--- config.mk ---
export PLATFORM = sky130hd
export DESIGN_NAME = txm_top
export DESIGN_NICKNAME = d
export VERILOG_FILES = /design/src/logic/txm_pkg.sv /design/src/logic/txm_top.sv /design/src/logic/txm_chan.sv
export SDC_FILE = /design/constraint.sdc
export NUM_CORES = 1
export LEC_CHECK = 0
export ABC_AREA = 1
export BUFFER_PORTS_ARGS = -buffer_cell sky130_fd_sc_hd__buf_2
export CAP_MARGIN = 0
export CORE_ASPECT_RATIO = 0.6
export CORE_MARGIN = 2
export CORE_UTILIZATION = 60
export DETAILED_ROUTE_END_ITERATION = 10
export GPL_ROUTABILITY_DRIVEN = 1
export PLACE_DENSITY_LB_ADDON = 0.2
export REMOVE_ABC_BUFFERS = 1
export SYNTH_ARGS = -nofsm -noshare
export SYNTH_HDL_FRONTEND = slang
export SYNTH_SLANG_ARGS = --single-unit
--- constraint.sdc ---
create_clock -name clk_i -period 5 [get_ports clk_i]
set_input_delay 1.25 -clock clk_i [delete_from_list [all_inputs] [get_ports clk_i]]
set_output_delay 1.25 -clock clk_i [all_outputs]
set_load 0.01 [all_outputs]
--- src/logic/txm_pkg.sv ---
package txm_pkg;

    // --------------------------------------------------
    // Channel count and configuration layout
    // --------------------------------------------------
    localparam int NCH = 22;
    localparam int CFG_W = 8;
    localparam int IND_SEL_LSB = 5;
    localparam int IND_SEL_W = 3;
    localparam int EDGE_BIT = 4;
    localparam int INV_BIT = 3;
    localparam int MODE_LSB = 0;
    localparam int MODE_W = 2;
    localparam int COND_W = 7;
    localparam logic [CFG_W-1:0] CFG_RST = 8'h00;

    // --------------------------------------------------
    // Interface modes
    // --------------------------------------------------
    localparam logic [MODE_W-1:0] MODE_SR_NRZ = 2'h0;
    localparam logic [MODE_W-1:0] MODE_DR_NRZ = 2'h1;
    localparam logic [MODE_W-1:0] MODE_DR_RZ = 2'h2;

    // --------------------------------------------------
    // Indication choices and condition input positions
    // --------------------------------------------------
    localparam logic [IND_SEL_W-1:0] IND_PATTERN = 3'h0;
    localparam logic [IND_SEL_W-1:0] IND_ALL_ONES = 3'h1;
    localparam logic [IND_SEL_W-1:0] IND_SHORT = 3'h2;
    localparam logic [IND_SEL_W-1:0] IND_TX_LOS = 3'h3;
    localparam logic [IND_SEL_W-1:0] IND_EXZ = 3'h4;
    localparam logic [IND_SEL_W-1:0] IND_BPV = 3'h5;
    localparam logic [IND_SEL_W-1:0] IND_EXZ_BPV = 3'h6;
    localparam logic [IND_SEL_W-1:0] IND_SYS_LOS = 3'h7;
    localparam int C_PATTERN = 0;
    localparam int C_ALL_ONES = 1;
    localparam int C_SHORT = 2;
    localparam int C_TX_LOS = 3;
    localparam int C_EXZ = 4;
    localparam int C_BPV = 5;
    localparam int C_SYS_LOS = 6;

    // --------------------------------------------------
    // Register map
    // --------------------------------------------------
    localparam int ADR_W = 8;
    localparam logic [ADR_W-1:0] OFS_CFG_BASE = 8'h00;
    localparam logic [ADR_W-1:0] OFS_STATUS = 8'h60;
    localparam logic [ADR_W-1:0] OFS_IRQ_STAT = 8'h64;
    localparam logic [ADR_W-1:0] OFS_IRQ_MASK = 8'h68;
    localparam int STAT_LOST_BIT = 4;
    localparam int IRQ_W = 2;
    localparam int IRQ_LOST = 0;
    localparam int IRQ_AUTORST = 1;
    localparam logic [IRQ_W-1:0] MASK_RST = 2'h0;
    localparam int SEL_W = 4;

    // --------------------------------------------------
    // Master clock monitor timing
    // --------------------------------------------------
    localparam int CLK_PERIOD_NS = 4;
    localparam int MCLK_LOSS_US = 10;
    localparam int DUTY_MIN_PCT = 30;
    localparam int WIN_CYC = MCLK_LOSS_US * 1000 / CLK_PERIOD_NS;
    localparam int DUTY_MIN_CYC = (WIN_CYC * DUTY_MIN_PCT + 99) / 100;
    localparam int CNT_W = 12;
    localparam int SEL_STRAP_W = 4;
    localparam logic [1:0] STRAP_AGE = 2'h2;

    typedef enum logic [1:0] {
        MON_OK = 2'b01,
        MON_LOST = 2'b10
    } txm_mon_t;

endpackage

--- src/logic/txm_top.sv ---
// Local design decisions: the Wishbone interface to the registers and the placing of the registers.
`timescale 1ns/10ps
// Function
// - Twenty-two independent channel pin multiplexers
// - Negative/indication pin drives in single NRZ, RZ
// - Bits seven to five choose indication source
// - Indication changes on active clock edge in NRZ, every cycle in RZ
// - Indication output always active high
// - Clock pin is clock in NRZ modes
// - Data inputs sampled on active clock edge in NRZ modes, every cycle in RZ
// - Bit four picks rising or falling edge
// - Clock pin carries negative data in RZ
// - Master clock loss then return resets device
// - Dual rail: differing inputs pulse, equal spaces
// - Bit three inverts transmit data level
module txm_top (
    // Clock and reset
    input wire logic clk_i,
    input wire logic rst_i,
    // Wishbone slave
    input wire logic cyc_i,
    input wire logic stb_i,
    input wire logic we_i,
    input wire logic [txm_pkg::ADR_W-1:0] adr_i,
    input wire logic [txm_pkg::SEL_W-1:0] sel_i,
    input wire logic [31:0] dat_i,
    output logic [31:0] dat_o,
    output logic ack_o,
    // Channel pins
    input wire logic [txm_pkg::NCH-1:0] tx_single_data_i,
    input wire logic [txm_pkg::NCH-1:0] tx_neg_data_i,
    output logic [txm_pkg::NCH-1:0] tx_indication_out_o,
    output logic [txm_pkg::NCH-1:0] tx_indication_oe_o,
    input wire logic [txm_pkg::NCH-1:0] tx_system_clock_i,
    // Indication conditions per channel
    input wire logic [txm_pkg::NCH-1:0] arbitrary_pattern_i,
    input wire logic [txm_pkg::NCH-1:0] tx_all_ones_i,
    input wire logic [txm_pkg::NCH-1:0] output_short_i,
    input wire logic [txm_pkg::NCH-1:0] tx_loss_of_signal_i,
    input wire logic [txm_pkg::NCH-1:0] excess_zeros_i,
    input wire logic [txm_pkg::NCH-1:0] bipolar_violation_i,
    input wire logic [txm_pkg::NCH-1:0] system_loss_of_signal_i,
    // Line side data
    output logic [txm_pkg::NCH-1:0] line_data_o,
    output logic [txm_pkg::NCH-1:0] line_pos_o,
    output logic [txm_pkg::NCH-1:0] line_neg_o,
    output logic [txm_pkg::NCH-1:0] line_strobe_o,
    // Master clock and straps
    input wire logic master_clock_i,
    input wire logic [txm_pkg::SEL_STRAP_W-1:0] master_clock_freq_select_i,
    output logic [txm_pkg::SEL_STRAP_W-1:0] master_clock_freq_o,
    output logic dev_reset_o,
    // Interrupt
    output logic irq_o
);
    import txm_pkg::*;

    localparam logic [CNT_W-1:0] WIN_LAST = CNT_W'(WIN_CYC - 1);
    localparam logic [CNT_W-1:0] DUTY_MIN = CNT_W'(DUTY_MIN_CYC);
    localparam logic [CNT_W-1:0] WIN_LEN = CNT_W'(WIN_CYC);

    typedef struct packed {
        logic ack;
        logic [31:0] rdata;
        logic [NCH-1:0][CFG_W-1:0] cfg;
        logic mclk_s1;
        logic mclk_s2;
        logic [CNT_W-1:0] win;
        logic [CNT_W-1:0] hi;
        txm_mon_t mon;
        logic autorst;
        logic [IRQ_W-1:0] irq;
        logic [IRQ_W-1:0] mask;
        logic [SEL_STRAP_W-1:0] strap_s1;
        logic [SEL_STRAP_W-1:0] strap_s2;
        logic [SEL_STRAP_W-1:0] strap;
        logic [1:0] strap_age;
    } txm_top_t;

    txm_top_t s_r;
    txm_top_t s_nxt;
    logic [CNT_W-1:0] hi_now;
    logic duty_ok;
    logic req;
    logic [IRQ_W-1:0] irq_set;
    logic [IRQ_W-1:0] irq_clr;
    logic chan_rst;

    // --------------------------------------------------
    // Next state
    // --------------------------------------------------
    always_comb begin
        s_nxt = s_r;
        irq_set = '0;
        irq_clr = '0;
        req = cyc_i && stb_i && !s_r.ack;
        s_nxt.ack = req;
        s_nxt.autorst = 1'b0;

        // Master clock duty monitor
        s_nxt.mclk_s1 = master_clock_i;
        s_nxt.mclk_s2 = s_r.mclk_s1;
        hi_now = s_r.hi + CNT_W'(s_r.mclk_s2);
        duty_ok = (hi_now >= DUTY_MIN) && ((WIN_LEN - hi_now) >= DUTY_MIN);
        if (s_r.win == WIN_LAST) begin
            s_nxt.win = '0;
            s_nxt.hi = '0;
            case (s_r.mon)
                MON_OK: begin
                    if (!duty_ok) begin
                        s_nxt.mon = MON_LOST;
                        irq_set[IRQ_LOST] = 1'b1;
                    end
                end
                MON_LOST: begin
                    if (duty_ok) begin
                        s_nxt.mon = MON_OK;
                        s_nxt.autorst = 1'b1;
                        irq_set[IRQ_AUTORST] = 1'b1;
                    end
                end
                default: s_nxt.mon = MON_OK;
            endcase
        end else begin
            s_nxt.win = s_r.win + CNT_W'(1);
            s_nxt.hi = hi_now;
        end

        // Strap capture after reset
        s_nxt.strap_s1 = master_clock_freq_select_i;
        s_nxt.strap_s2 = s_r.strap_s1;
        if (s_r.strap_age != '1) begin
            s_nxt.strap_age = s_r.strap_age + 2'h1;
        end
        // Capture once the second stage holds a pin sample
        if (s_r.strap_age == STRAP_AGE) begin
            s_nxt.strap = s_r.strap_s2;
        end

        // Read data
        if (req) begin
            s_nxt.rdata = '0;
            if (adr_i == OFS_STATUS) begin
                s_nxt.rdata[SEL_STRAP_W-1:0] = s_r.strap;
                s_nxt.rdata[STAT_LOST_BIT] = (s_r.mon == MON_LOST);
            end else if (adr_i == OFS_IRQ_STAT) begin
                s_nxt.rdata[IRQ_W-1:0] = s_r.irq;
            end else if (adr_i == OFS_IRQ_MASK) begin
                s_nxt.rdata[IRQ_W-1:0] = s_r.mask;
            end else begin
                for (int i = 0; i < NCH; i++) begin
                    if (adr_i == OFS_CFG_BASE + ADR_W'(4 * i)) begin
                        s_nxt.rdata[CFG_W-1:0] = s_r.cfg[i];
                    end
                end
            end
        end

        // Writes take effect on the acknowledging edge
        if (s_r.ack && cyc_i && stb_i && we_i && sel_i[0]) begin
            if (adr_i == OFS_IRQ_STAT) begin
                irq_clr = dat_i[IRQ_W-1:0];
            end else if (adr_i == OFS_IRQ_MASK) begin
                s_nxt.mask = dat_i[IRQ_W-1:0];
            end else begin
                for (int i = 0; i < NCH; i++) begin
                    if (adr_i == OFS_CFG_BASE + ADR_W'(4 * i)) begin
                        s_nxt.cfg[i] = dat_i[CFG_W-1:0];
                    end
                end
            end
        end

        // Sticky events, set wins over clear
        s_nxt.irq = (s_r.irq & ~irq_clr) | irq_set;

        // Automatic device reset returns configuration to defaults
        if (s_r.autorst) begin
            for (int i = 0; i < NCH; i++) begin
                s_nxt.cfg[i] = CFG_RST;
            end
            s_nxt.mask = MASK_RST;
        end
    end

    // --------------------------------------------------
    // State register
    // --------------------------------------------------
    always_ff @(posedge clk_i) begin
        if (rst_i) begin
            s_r <= '{mon: MON_OK, cfg: {NCH{CFG_RST}}, mask: MASK_RST, default: '0};
        end else begin
            s_r <= s_nxt;
        end
    end

    assign chan_rst = rst_i || s_r.autorst;
    assign ack_o = s_r.ack;
    assign dat_o = s_r.rdata;
    assign irq_o = |(s_r.irq & s_r.mask);
    assign dev_reset_o = s_r.autorst;
    assign master_clock_freq_o = s_r.strap;

    // --------------------------------------------------
    // Channels
    // --------------------------------------------------
    for (genvar g = 0; g < NCH; g++) begin : g_chan
        txm_chan u_chan (
            .clk_i(clk_i),
            .rst_i(chan_rst),
            .cfg_i(s_r.cfg[g]),
            .cond_i({system_loss_of_signal_i[g], bipolar_violation_i[g], excess_zeros_i[g],
                     tx_loss_of_signal_i[g], output_short_i[g], tx_all_ones_i[g],
                     arbitrary_pattern_i[g]}),
            .data_pin_i(tx_single_data_i[g]),
            .neg_ind_pin_i(tx_neg_data_i[g]),
            .clk_neg_pin_i(tx_system_clock_i[g]),
            .ind_o(tx_indication_out_o[g]),
            .ind_oe_o(tx_indication_oe_o[g]),
            .data_o(line_data_o[g]),
            .pos_o(line_pos_o[g]),
            .neg_o(line_neg_o[g]),
            .strobe_o(line_strobe_o[g])
        );
    end

endmodule // txm_top

--- src/logic/txm_chan.sv ---
`timescale 1ns/10ps
module txm_chan (
    // Clock and reset
    input wire logic clk_i,
    input wire logic rst_i,
    // Configuration
    input wire logic [txm_pkg::CFG_W-1:0] cfg_i,
    input wire logic [txm_pkg::COND_W-1:0] cond_i,
    // Pins
    input wire logic data_pin_i,
    input wire logic neg_ind_pin_i,
    input wire logic clk_neg_pin_i,
    output logic ind_o,
    output logic ind_oe_o,
    // Line side
    output logic data_o,
    output logic pos_o,
    output logic neg_o,
    output logic strobe_o
);
    import txm_pkg::*;

    typedef struct packed {
        logic [2:0] tclk;
        logic [1:0] dat;
        logic [1:0] neg;
        logic [1:0] cneg;
        logic ind;
        logic data;
        logic pos;
        logic negp;
        logic strobe;
    } txm_ch_t;

    txm_ch_t s_r;
    txm_ch_t s_nxt;
    logic [MODE_W-1:0] mode;
    logic inv;
    logic edge_act;
    logic p_in;
    logic n_in;
    logic cond_sel;

    // --------------------------------------------------
    // Next state
    // --------------------------------------------------
    always_comb begin
        s_nxt = s_r;
        mode = cfg_i[MODE_LSB +: MODE_W];
        inv = cfg_i[INV_BIT];
        s_nxt.tclk = {s_r.tclk[1:0], clk_neg_pin_i};
        s_nxt.dat = {s_r.dat[0], data_pin_i};
        s_nxt.neg = {s_r.neg[0], neg_ind_pin_i};
        s_nxt.cneg = {s_r.cneg[0], clk_neg_pin_i};
        if (cfg_i[EDGE_BIT]) begin
            edge_act = !s_r.tclk[1] && s_r.tclk[2];
        end else begin
            edge_act = s_r.tclk[1] && !s_r.tclk[2];
        end
        case (cfg_i[IND_SEL_LSB +: IND_SEL_W])
            IND_PATTERN: cond_sel = cond_i[C_PATTERN];
            IND_ALL_ONES: cond_sel = cond_i[C_ALL_ONES];
            IND_SHORT: cond_sel = cond_i[C_SHORT];
            IND_TX_LOS: cond_sel = cond_i[C_TX_LOS];
            IND_EXZ: cond_sel = cond_i[C_EXZ];
            IND_BPV: cond_sel = cond_i[C_BPV];
            IND_EXZ_BPV: cond_sel = cond_i[C_EXZ] | cond_i[C_BPV];
            default: cond_sel = cond_i[C_SYS_LOS];
        endcase
        p_in = s_r.dat[1] ^ inv;
        n_in = (mode == MODE_DR_RZ) ? (s_r.cneg[1] ^ inv) : (s_r.neg[1] ^ inv);
        s_nxt.strobe = 1'b0;
        case (mode)
            MODE_SR_NRZ: begin
                if (edge_act) begin
                    s_nxt.data = p_in;
                    s_nxt.ind = cond_sel;
                    s_nxt.strobe = 1'b1;
                end
            end
            MODE_DR_NRZ: begin
                if (edge_act) begin
                    s_nxt.pos = p_in && !n_in;
                    s_nxt.negp = n_in && !p_in;
                    s_nxt.strobe = 1'b1;
                end
            end
            MODE_DR_RZ: begin
                s_nxt.pos = p_in && !n_in;
                s_nxt.negp = n_in && !p_in;
                s_nxt.ind = cond_sel;
                s_nxt.strobe = 1'b1;
            end
            default: begin
                s_nxt.pos = 1'b0;
                s_nxt.negp = 1'b0;
            end
        endcase
    end

    // --------------------------------------------------
    // State register
    // --------------------------------------------------
    always_ff @(posedge clk_i) begin
        if (rst_i) begin
            s_r <= '0;
        end else begin
            s_r <= s_nxt;
        end
    end

    assign ind_o = s_r.ind;
    assign ind_oe_o = (cfg_i[MODE_LSB +: MODE_W] == MODE_SR_NRZ) ||
                      (cfg_i[MODE_LSB +: MODE_W] == MODE_DR_RZ);
    assign data_o = s_r.data;
    assign pos_o = s_r.pos;
    assign neg_o = s_r.negp;
    assign strobe_o = s_r.strobe;

endmodule // txm_chan

==> results.txt <==
----------------------------------------------------
[STA]
  Final Max Tran Viols ... 0
  Transition time of the tightest slew-check pin ... 1115 ps
  Setup repair after global routing missed its margin ... false
  Final hold slack ... 405.4 ps
  Number of endpoints failing setup at the final stage ... 0
  Fin crit period ... 3491 ps
  Maximum clock skew at final layout ... 15.83 ps
  Post-route setup TNS ... 0 ps
  Count of endpoints failing hold in the final timing report ... 0
  Achievable clock frequency ... 0.2865 GHz
  Share of the clock period used by the worst path after layout ... 69.81%
  Max-slew headroom at the worst pin ... 25.60%

[Status]
  Run status ... finished, final reports clean

[Setup path]
  Worst setup path category ... in2reg
  Slowest stage cell, crit path ... sky130_fd_sc_hd__nand3_1
  Cell family with most CP delay ... simple AND/OR/NAND/NOR gates
  Worst-path fanout max ... 7
  Crit-path cells ... buf_2, nor2_1, nand3_1, nor2_1, nand2_1, nand2_1, a21oi_1, nand3_1, o21ai_0, nand4_1, nand2_1, nand3_1, nand2_1, nand3_1, nor3_1, nand4_1, nand2_1, a21oi_1
  Worst Setup Start Kind ... input pin
  Sort of element at the end of the critical path ... flop
  Critical path's most frequent cell ... sky130_fd_sc_hd__nand2_1
  Slowest Stage Delay on Critical Path ... 430 ps
  Buffering stage count on the worst path with inverters included ... 1
  Arrival @ worst endpoint ... 3930 ps
  Required time at the endpoint of the critical path ... 5440 ps

[Pwr]
  Worst VDD drop ... 269.1 µV
  Sw frac ... 22.61%
  Overall power of the completed layout ... 8.599 mW
  Power density over the cells ... 323.2 nW/µm²
  Clock network power share ... 46.7%
  Internal power ... 6.655 mW
  Sequential power share ... 47.4%
  Leak ... 11.93 nW
  Switching power ... 1.944 mW
  Share of total power in combinational logic ... 5.9%

[Layout]
  Number of inserted filler cells in the final layout ... 3,326
  Fraction of final layout cells with drive strength greater than 1 ... 14.62%
  Net count of the finished layout ... 3,821
  Area growth from synthesis to layout ... 12.31%

[Yosys]
  Total standard cell area after synthesis ... 23,690 µm²
  Leading cell types by total area after synthesis ... sky130_fd_sc_hd__dfxtp_1 42%, sky130_fd_sc_hd__inv_1 8.7%, sky130_fd_sc_hd__nor2_1 7.8%, sky130_fd_sc_hd__o21ai_0 7.4%, sky130_fd_sc_hd__nand2_1 5.9%
  Post-synthesis register bit count ... 496
  Count of warnings emitted by yosys ... 0
  Ys flop type ... sky130_fd_sc_hd__dfxtp_1
  Top cell type by total area after synthesis ... sky130_fd_sc_hd__dfxtp_1
  Share of the synthesized area in the top cell type ... 41.91%
  Synthesized netlist cell count ... 3,263
  Seq/Total Area, Yosys ... 41.91%
  Synthesized area divided by synthesized cell count ... 7.260 µm²
  Post-synthesis async set-or-reset flop share ... 0%
  Number of enable flip-flop cells after synthesis ... 0
  Unique cell type count in the Yosys netlist ... 52

[Drt]
  Average wire length per cell after detail routing ... 16.41 µm
  Remaining DRCs ... 0
  Total Routed Length ... 66.21 mm
  Post-route antenna net violation count ... 0
  Via Count ... 21,810
  Vias per cell ... 5.404
  Number of iterations in the first detailed-routing pass ... 5
  Number of design-rule violations left by the first detailed-router iteration ... 1,916

[Min path]
  Path category of the worst min-delay check ... reg2reg

[GRT]
  Initial antenna violation count ... 3
  Total congestion overflow ... 0
  Total global-route track usage ... 31.19%
  Via count of the first global-routing pass ... 20,430
  Pin count of the biggest net entering global routing ... 188
  Wire length of the first global-routing pass ... 102.6 mm

[CTS]
  Post-CTS Resized ... 0
  CTS clock-pin slew for the worst setup and hold paths ... 70 ps
  Sinks on the clock net ... 496
  Post-CTS Hold Fix Bufs ... 0
  TritonCTS clock tree ... yes
  Clock tree buffer depth ... 3
  H-tree Lvls ... 2
  Post-CTS Setup Repair Bufs ... 0
  Insertion delay to the later sink of the worst-skew pair ... 570 ps
  Number of buffers created by CTS ... 46
  Root cell of the clock tree ... sky130_fd_sc_hd__clkbuf_16

[Run]
  Number of max-cap violations ... 0

[Floorplanning]
  Starting utilization of the core area ... 60.70%
  Chip width ... 260.5 µm
  Rows ... 56
  Io pins ... 445
  Chip height ... 157.9 µm
  Core ar. ... 39,030 µm²
  Die area ... 41,140 µm²

[Placed design]
  Placer Congestion ... 0.9194
  I/O Buffers ... 393
  Detailed Place HPWL ... 48.28 mm

----------------------------------------------------
## cell usage after synthesis, drive strengths merged, types with 2 or more instances
cell type  count
nor4           2
o211ai        30
nand2        377
xor2          46
nand4         57
and3           2
or3            9
nor2         498
a21oi        262
a211oi        66
a221oi         3
nor3          16
o32ai          8
o22ai         15
dfxtp        496
buf          178
nand3b         8
inv          553
ha            73
nand3         78
o21ai        353
mux2i          5
clkinv         8
o221ai        10
clkbuf        82
o21a           7
a31oi          3
xnor2          9
nor3b          2
## cell families (layout without fill, tap and decap cells)
family	after synthesis	after routing	share of synthesized area, %
AO/OA/AOI/OAI	762	762	17.74
XOR/XNOR	55	55	2.144
adder cells (fa/ha/maj)	73	73	3.856
buffers and inverters	821	1045	15.71
flip-flops	496	496	41.91
multiplexers	5	5	0.2113
other	1	27	0.01583
AND/OR/NAND/NOR	1050	1050	18.41
## stage by stage
step	area (µm²)	setup slack, ps	utilization, %	instances
final	26610	1509	68.17	4035
after global routing	26610	1366	68.17	4035
after CTS	26600	1648	68.15	4032
after detailed placement	24860	1062	63.70	3948
after global placement	24860	1104	63.70	3948
after floorplan	22160	-7219	-	3026
## power groups by stage
stage,clock network (mW),logic [mW],registers (mW)
4_1_cts,4.04,0.501,4.08
5_1_grt,4.20,0.562,4.08
6_report,4.01,0.507,4.08
2_1_floorplan,0,0.249,4.17
3_3_place_gp,0,0.481,4.16
3_5_place_dp,0,0.497,4.17
## sequential cells by signal, summed over array words and instances, names as in the netlist
| name | cells |
|---|---|
| g_chan.u_chan.pos_o | 22 |
| dat_o | 8 |
| g_chan.u_chan.ind_o | 22 |
| g_chan.u_chan.data_o | 22 |
| ack_o | 1 |
| s_r | 213 |
| g_chan.u_chan.s_nxt | 88 |
| s_nxt | 5 |
| master_clock_freq_o | 4 |
| g_chan.u_chan.neg_o | 22 |
| dev_reset_o | 1 |
| g_chan.u_chan.s_r | 66 |
| g_chan.u_chan.strobe_o | 22 |
## placed cells by master (no fill, tap or decap), drive strengths merged, types with 61 or more instances in the layout
master,synthesis,routed
a21oi,262,262
o21ai,353,353
ha,73,73
clkbuf,82,61
nand2,377,377
inv,553,553
nor2,498,498
buf,178,400
dfxtp,496,496
nand3,78,78
a211oi,66,66
## metal layers
| metal | vias to the layer above | part of all wire, % | GRT usage [%] |
|---|---|---|---|
| li1 | 10690 | - | - |
| met1 | 10060 | 42 | 40.56 |
| met2 | 904 | 46 | 52.19 |
| met3 | 154 | 8.6 | 5.155 |
| met4 | 0 | 3.5 | 12.08 |
| met5 | - | 0 | 0 |
## worst reg2reg max path, delay by kind of cell (launching register included)
family | cells | cell delay, ps
AOI/OAI and AO/OA | 1 | 230
buffers and inverters | 1 | 610
DFF | 1 | 360
and+or+nand+nor | 3 | 1530
## final cells by class
| type | instances | area (µm²) | share of cell area (%) |
|---|---|---|---|
| well taps | 522 | 653.1 | 2.455 |
| diodes | 3 | 7.507 | 0.02822 |
| clock inverters | 23 | 376.6 | 1.416 |
| clock buffers | 61 | 1361 | 5.117 |
| inverters | 561 | 2113 | 7.943 |
| repair buffers | 400 | 2032 | 7.637 |
| flip-flops and latches | 496 | 9930 | 37.32 |
| multi-input cells | 1969 | 10130 | 38.08 |
## worst paths after layout
kind                               start  endpoint  slack [ps]  cells after the start
worst min register to register  s_nxt[7]    s_r[7]         410                      2
worst max-delay path            adr_i[1]  dat_o[7]        1510                     18
worst min-delay path            s_nxt[7]    s_r[7]         410                      2
worst max register to register     ack_o  s_r[177]        2160                      5
Power figures use the tool's default switching activity.
